$ cat src/pkg/psd_pkg.sv
package psd_pkg;

    // ****************************************
    // Address window and page register
    // ****************************************
    localparam logic [7:0] SFR_BASE = 8'h80;
    localparam logic [7:0] PAGE_SEL_ADDR = 8'hA7;
    localparam logic [7:0] PAGE_SEL_RESET = 8'h00;
    localparam logic [7:0] PAGE_ZERO = 8'h00;
    localparam logic [7:0] PAGE_FIFTEEN = 8'h0F;
    localparam logic [3:0] BIT_NIB_A = 4'h0;
    localparam logic [3:0] BIT_NIB_B = 4'h8;

    // ****************************************
    // Decode classes
    // ****************************************
    typedef enum logic [3:0] {
        PSD_NONE   = 4'b0001,
        PSD_COMMON = 4'b0010,
        PSD_PAGED  = 4'b0100,
        PSD_RSVD   = 4'b1000
    } psd_class_t;

    // Access request from the core
    typedef struct packed {
        logic       valid;
        logic       direct;
        logic       wr;
        logic       rd;
        logic       bit_op;
        logic [7:0] addr;
        logic [7:0] wdata;
    } psd_req_t;

    // Routed access toward the register blocks
    typedef struct packed {
        logic       sel;
        logic       common;
        logic       rsvd;
        logic       wr;
        logic       rd;
        logic       bit_op;
        logic [7:0] page;
        logic [7:0] addr;
        logic [7:0] wdata;
    } psd_route_t;

endpackage

$ cat src/rtl/psd_decoder.sv
module psd_decoder (
    input  wire logic                i_clk,     // System clock
    input  wire logic                i_reset_n, // Async reset, low
    input  wire psd_pkg::psd_req_t   i_req,     // Core access
    input  wire logic [7:0]          i_rdata,   // Read data from blocks
    output logic                     o_ram_sel, // Access goes to data RAM
    output psd_pkg::psd_route_t      o_route,   // Routed access
    output logic [7:0]               o_rdata,   // Data back to core
    output logic                     o_bit_err, // Illegal bit access
    output logic [7:0]               o_page     // Current page value
);

    // ****************************************
    // Reset synchroniser
    // ****************************************
    logic rst_m_q;
    logic rst_q;

    always_ff @(posedge i_clk or negedge i_reset_n) begin
        if (!i_reset_n) begin
            rst_m_q <= 1'b0;
            rst_q <= 1'b0;
        end else begin
            rst_m_q <= 1'b1;
            rst_q <= rst_m_q;
        end
    end

    // ****************************************
    // Decode functions
    // ****************************************
    function automatic logic is_common(input logic [7:0] a);
        unique case (a)
            8'hE0, 8'hF0, 8'hD0, 8'h81, 8'h82, 8'h83, 8'h80, 8'h90,
            8'hA0, 8'hA8, 8'hE6, 8'hE7, 8'hF6, 8'hF7, 8'hA9, 8'h87,
            8'hA7: is_common = 1'b1;
            default: is_common = 1'b0;
        endcase
    endfunction

    function automatic logic is_page_f(input logic [7:0] a);
        unique case (a)
            8'h91, 8'h92, 8'h93, 8'h95, 8'h96, 8'h97, 8'hA4, 8'hA5,
            8'hA6, 8'hBA, 8'hBD, 8'h85, 8'h86: is_page_f = 1'b1;
            default: is_page_f = 1'b0;
        endcase
    endfunction

    function automatic logic is_page_0_hole(input logic [7:0] a);
        unique case (a)
            8'hE5, 8'hB4: is_page_0_hole = 1'b1;
            default: is_page_0_hole = 1'b0;
        endcase
    endfunction

    function automatic psd_pkg::psd_class_t classify(
        input logic [7:0] page,
        input logic [7:0] a
    );
        if (is_common(a)) begin
            classify = psd_pkg::PSD_COMMON;
        end else if (page == psd_pkg::PAGE_ZERO) begin
            classify = is_page_0_hole(a) ? psd_pkg::PSD_RSVD
                                         : psd_pkg::PSD_PAGED;
        end else if (page == psd_pkg::PAGE_FIFTEEN) begin
            classify = is_page_f(a) ? psd_pkg::PSD_PAGED
                                    : psd_pkg::PSD_RSVD;
        end else begin
            classify = psd_pkg::PSD_RSVD;
        end
    endfunction

    // ****************************************
    // Combinational decode
    // ****************************************
    logic in_window;
    logic bit_ok;
    logic page_wr;
    logic [7:0] page_q;
    psd_pkg::psd_class_t cls;

    assign in_window = i_req.valid && i_req.direct &&
                       (i_req.addr >= psd_pkg::SFR_BASE);
    assign bit_ok = (i_req.addr[3:0] == psd_pkg::BIT_NIB_A) ||
                    (i_req.addr[3:0] == psd_pkg::BIT_NIB_B);
    assign cls = in_window ? classify(page_q, i_req.addr)
                           : psd_pkg::PSD_NONE;
    assign page_wr = in_window && i_req.wr &&
                     (i_req.addr == psd_pkg::PAGE_SEL_ADDR) &&
                     (!i_req.bit_op || bit_ok);

    // ****************************************
    // Page select register
    // ****************************************
    // reset to page zero
    always_ff @(posedge i_clk or negedge rst_q) begin
        if (!rst_q) begin
            page_q <= psd_pkg::PAGE_SEL_RESET;
        end else if (page_wr) begin
            page_q <= i_req.wdata;
        end
    end

    // ****************************************
    // Routed outputs
    // ****************************************
    logic bad_bit;
    assign bad_bit = in_window && i_req.bit_op && !bit_ok;

    always_ff @(posedge i_clk or negedge rst_q) begin
        if (!rst_q) begin
            o_route <= '0;
            o_ram_sel <= 1'b0;
            o_bit_err <= 1'b0;
            o_rdata <= 8'h00;
            o_page <= psd_pkg::PAGE_SEL_RESET;
        end else begin
            o_ram_sel <= i_req.valid && !in_window;
            o_bit_err <= bad_bit;
            o_page <= page_wr ? i_req.wdata : page_q;
            o_route.common <= cls == psd_pkg::PSD_COMMON;
            o_route.rsvd <= cls == psd_pkg::PSD_RSVD;
            o_route.sel <= (cls == psd_pkg::PSD_COMMON ||
                            cls == psd_pkg::PSD_PAGED) && !bad_bit;
            o_route.wr <= i_req.wr;
            o_route.rd <= i_req.rd;
            o_route.bit_op <= i_req.bit_op;
            o_route.page <= page_q;
            o_route.addr <= i_req.addr;
            o_route.wdata <= i_req.wdata;
            if (in_window && i_req.rd &&
                i_req.addr == psd_pkg::PAGE_SEL_ADDR) begin
                o_rdata <= page_q;
            end else if (cls == psd_pkg::PSD_RSVD || bad_bit) begin
                o_rdata <= 8'h00;
            end else begin
                o_rdata <= i_rdata;
            end
        end
    end
endmodule

$ cat config.mk
export PLATFORM = sky130hd
export DESIGN_NAME = psd_decoder
export DESIGN_NICKNAME = d
export VERILOG_FILES = /design/src/pkg/psd_pkg.sv /design/src/rtl/psd_decoder.sv
export SDC_FILE = /design/constraint.sdc
export NUM_CORES = 1
export LEC_CHECK = 0
export ABC_CLOCK_PERIOD_IN_PS = 1930
export BUFFER_PORTS_ARGS = -buffer_cell sky130_fd_sc_hd__buf_2
export CAP_MARGIN = 20
export CORE_MARGIN = 2
export CORE_UTILIZATION = 46
export DETAILED_ROUTE_END_ITERATION = 12
export GPL_TIMING_DRIVEN = 0
export PLACE_DENSITY = 0.78
export SLEW_MARGIN = 15
export SYNTH_ARGS = -nofsm -noshare
export SYNTH_HDL_FRONTEND = slang
export SYNTH_SLANG_ARGS = --single-unit
$ cat constraint.sdc
create_clock -name i_clk -period 1.93 [get_ports i_clk]
set_input_delay 0.386 -clock i_clk [delete_from_list [all_inputs] [get_ports i_clk]]
set_output_delay 0.386 -clock i_clk [all_outputs]
set_load 0.05 [all_outputs]
======== After elaboration in Yosys (flattened, before gate mapping) ========
Index checks and enable logic that the tools add are counted.
cells by class
  $lt $le $gt $ge ......................... 1
  muxes and demuxes ....................... 16
  equality and inequality tests ........... 37
  reductions and logical operators ........ 24
operator list
  cell                  count
  $eq A8 B8 Y1 const B  32
  $mux W4               6
  $reduce_or A17 Y1     1
  $mux W8               2
  $reduce_or A13 Y1     1
  $logic_and A1 B1 Y1   11
  $eq A4 B4 Y1 const B  2
  $eq A8 B4 Y1 const B  1
  $ge A8 B8 Y1 const B  1
  $logic_not A8 Y1      1
  $mux W1               8
  $eq A4 B2 Y1 const B  1
  $eq A4 B3 Y1 const B  1
  $logic_not A1 Y1      4
  $logic_not A4 Y1      1
  $logic_or A1 B1 Y1    4
  $reduce_or A2 Y1      1
storage, ports and cells
  register bits after elaboration ......... 50
  output and inout bits ................... 48
  word-level logic and storage cells ...... 93
  input bits .............................. 31

======== Depth between registers and ports, before layout ========
  depth after elaboration ................. 15
  mapped depth ............................ 8
  depth with buffers taken out ............ 6

======== Worst setup path before layout ========
OpenSTA, ideal clock, no wires.
  path kind ............................... flip-flop to flip-flop
  from .................................... register, netlist name o_page[5]
  to ...................................... register o_rdata[0]
  path buffers ............................ 0
  cell stages (with the launch flop) ...... 7
  arrival ................................. 1,982 ps
  period minus slack after synthesis ...... 2,047 ps
  setup slack ............................. -117 ps
  path through ............................ dfrtp_1 nor4_4 nand2_1 nor4_1 a311oi_4 a31oi_4 a2bb2o_1
RTL lines
  item                  line                text
  end signal, assigned  psd_decoder.sv:133  o_rdata <= page_q;
  end signal, assigned  psd_decoder.sv:137  o_rdata <= i_rdata;
  end, declared         psd_decoder.sv:8    output logic [7:0] o_rdata,

======== Worst setup path in the final report ========
  from .................................... input port i_req[11] (netlist name)
  to ...................................... register o_rdata[0]
between the ends
  longest elaborated chain between the ends .. 15
  elaborated cells between the ends (all ways) .. 63
  classes of those cells .................. order compare: 1; eq/ne: 34; mux: 16; reduce/logical: 12
RTL lines
  item                line                text
  start, declared     psd_decoder.sv:4    input wire psd_pkg::psd_req_t i_req,
  $eq A8 B8 Y1        psd_decoder.sv:42   unique case (a)
  $reduce_or A13 Y1   psd_decoder.sv:42
  $mux W1             psd_decoder.sv:42
  $mux W1             psd_decoder.sv:65   end else if (page == psd_pkg::PAGE_FIFTEEN) begin
  $mux W1             psd_decoder.sv:62   end else if (page == psd_pkg::PAGE_ZERO) begin
  $mux W1             psd_decoder.sv:60   if (is_common(a)) begin
  $mux W4             psd_decoder.sv:66   classify = is_page_f(a) ? psd_pkg::PSD_PAGED
  $mux W4             psd_decoder.sv:65
  $mux W4             psd_decoder.sv:62
  $mux W4             psd_decoder.sv:60
  $mux W4             psd_decoder.sv:86   assign cls = in_window ? classify(page_q, i_req.addr)
  $eq A4 B4 Y1        psd_decoder.sv:134  end else if (cls == psd_pkg::PSD_RSVD || bad_bit) begin
  $logic_or A1 B1 Y1  psd_decoder.sv:134
  $mux W8             psd_decoder.sv:134
  $mux W8 (*)         psd_decoder.sv:131  if (in_window && i_req.rd &&
Every way passes the cells marked *; elsewhere a longest branch is shown, timed or not. The select of a mux whose other input is x is not followed.
A chain may end at the register's enable or synchronous reset.

==> summary.txt <==
Logic synthesis
  • Main combinational cell family by area after synthesis: compound AO/OA/AOI/OAI gates
  • Syn. warnings: 0
  • Post-Synthesis Cell Area: 1830 um^2
  • Compound-Gate Fraction of Synth Area: 15.9%
  • Mux contribution to synthesized area: 0%
  • Yosys reg bits: 50
  • EDFF count, synth: 0
  • Mapped Cells: 137
  • Simple-gate share of the synthesized area: 12.5%
  • Sequential share of the synthesized area: 68.4%
  • Post-Synth Adder-Cell Area: 0%
  • Ys flop type: dfrtp_1
  • Xor/xnor cell area share of the yosys netlist: 0%
  • Syn nets: 168
  • Avg Inst Size Synth: 13.3 um^2
  • Netlist cell types: 34
  • Asr flop ratio synth: 100%

STA
  • Setup TNS: 0 ns
  • Final hold vios: 0
  • Slew Viols, Final: 0
  • RSZ-0062 raised after global routing: true
  • Setup Viol. Count Final: 0
  • F_max: 523 MHz
  • Period minus WS final: 1.91 ns
  • Final hold slack: 0.201 ns
  • Period utilization: 99.1%
  • Clock Skew: 0.00716 ns

Floorplan
  • Die Width: 67.0 um
  • Die Area: 4490 um^2
  • Starting density of the core: 48.8%
  • Die Height: 67.0 um
  • # IOs: 79
  • Rows: 22
  • CORE AREA: 3740 um^2

Clock network
  • CTS H-tree depth: 2
  • CTS tree: yes
  • CTS Buf Count: 5
  • Clock root buffer: clkbuf_8
  • Clk sinks: 50
  • Max Root-Sink Buffers: 2
  • Clk slew on worst S/H paths: 0.08 ns
  • Later-pin clock latency in the skew report: 0.30 ns

Global route
  • Largest net degree at the start of global routing: 28
  • Vias in the first global route: 1282
  • Antenna violations before repair: 0
  • Gr ovfl total: 0
  • GRT Total Usage: 18.8%
  • First-pass GRT wire length: 6.06 mm

Layout
  • Final #Nets: 256
  • Number of antenna diodes: 0
  • Share of cells above drive strength 1: 46.9%
  • Final Cell Area: 2460 um^2
  • Most frequent cells in the layout: 78 x buf_2, 47 x dfrtp_1, 11 x nand2_1
  • Commonest non-fill, non-tap cell in the layout: buf_2
  • Area Overhead vs Synth: 34.8%

Pwr
  • Pwr Density: 816 nW/um^2
  • Max VDD drop: 466 uV
  • Leakage Power: 0.00118 uW

Worst setup path
  • Setup CP Type: in -> reg
  • Critical path launch point type: primary input
  • Max Fanout on Critical Path: 8
  • Required time of the critical path: 2.12 ns
  • Arr. time, crit path: 2.10 ns
  • Setup crit end kind: flop

Placed design
  • Port Buffers: 78
  • Routability congestion estimate: 0.760
  • Dpl cell area: 2310 um^2
  • Dpl hpwl: 2.79 mm

Route
  • Routed wire length: 3.79 mm
  • DR vias/cell: 4.93
  • Drt drc: 0
  • Pre-antenna DRT Iters: 4
  • Remaining antenna violation count after routing: 0
  • Iter 0 DRT Violations: 60
  • Wire length per cell: 13.8 um
  • Routed via count: 1352

Run status
  • Status: complete, no violations

Job
  • Max capacitance violation total: 0

Min path
  • Worst hold-check path type: in -> reg
## worst max-delay path, cell delays in order
cell and delay, ns:
buf_2 0.13, nand4bb_2 0.32, o311ai_2 0.36, a21oi_2 0.09, a311oi_4 0.30, a31oi_4 0.19
a2bb2o_1 0.33
## state kept, by name, indices dropped and copies added, names as in the netlist
| register | cells |
|---|---|
| rst_m_q | 1 |
| o_route | 30 |
| o_page | 8 |
| rst_q | 1 |
| o_bit_err | 1 |
| o_rdata | 8 |
| o_ram_sel | 1 |
## final timing paths
| path | from | end | slack [ns] | depth (start not counted) |
|---|---|---|---|---|
| max | i_req[11] | o_rdata[0]$_DFF_PN0_ | 0.02 | 7 |
| min | i_req[4] | o_route[4]$_DFF_PN0_ | 0.20 | 1 |
| max reg2reg | o_page[5]$_DFFE_PN0P_ | o_rdata[0]$_DFF_PN0_ | 0.08 | 6 |
| min reg2reg | rst_q$_DFF_PN0_ | o_route[9]$_DFF_PN0_ | 0.22 | 0 |
| max in group asynchronous | rst_q$_DFF_PN0_ | o_page[5]$_DFFE_PN0P_ | 1.21 | 1 |
| min in group asynchronous | rst_q$_DFF_PN0_ | o_route[9]$_DFF_PN0_ | 0.22 | 0 |
## metrics by stage
stage	util [%]	total power, uW	worst slack (ns)	instances
floorplan	-	1320	0.00144	137
global placement	61.1	1420	-0.366	263
detailed placement	61.7	1430	-0.403	264
CTS	65.1	2030	0.0250	274
global route	65.8	2100	-0.0553	274
finish	65.8	2010	0.0168	274
## timing repair
action,in CTS,in global routing
hold buffers,1,0
gates resized for setup,4,5
buffers inserted,1,1
hold endpoints to repair,2,0
pin swaps,3,3
setup endpoints to repair,9,13
## cells in the mapped netlist, types with 3 or more instances
| master | instances | area share [%] |
|---|---|---|
| a21oi_1 | 4 | 1.1 |
| a2bb2o_1 | 8 | 4.4 |
| and3_1 | 3 | 1.0 |
| dfrtp_1 | 50 | 68 |
| inv_1 | 10 | 2.1 |
| nand2_1 | 12 | 2.5 |
| nand2b_1 | 4 | 1.4 |
| nand3_1 | 3 | 0.82 |
| nor2_1 | 3 | 0.62 |
| o21ai_0 | 10 | 2.7 |
## cell type report
| class | count | area (um^2) |
|---|---|---|
| plain buffers | 2 | 12.5 |
| clock buffers | 7 | 86.3 |
| clock inverters | 1 | 5.00 |
| fillers | 298 | 1280 |
| inverters | 10 | 37.5 |
| multi-input cells | 74 | 573 |
| flip-flops and latches | 50 | 1250 |
| well taps | 48 | 60.1 |
| repair buffers | 82 | 435 |
## cell families (layout without fill, tap and decap cells)
logic type | count (synthesis) | in the layout
flops | 50 | 50
simple gates | 38 | 38
compound gates | 35 | 35
buf+inv | 13 | 102
other cells | 1 | 1
## routing by layer
metal  share of wire (%)  track usage (%)
met1                  43             24.9
met2                  49             29.0
met3                 6.5             6.08
met4                 1.6             6.89
met5                   0                0
## power breakdown
part	switching (uW)	total [uW]	internal (uW)
Sequential	19.0	1110	1090
Clock	314	603	289
Combinational	224	304	80.0
Note: power is estimated with default switching activity, not from simulation.
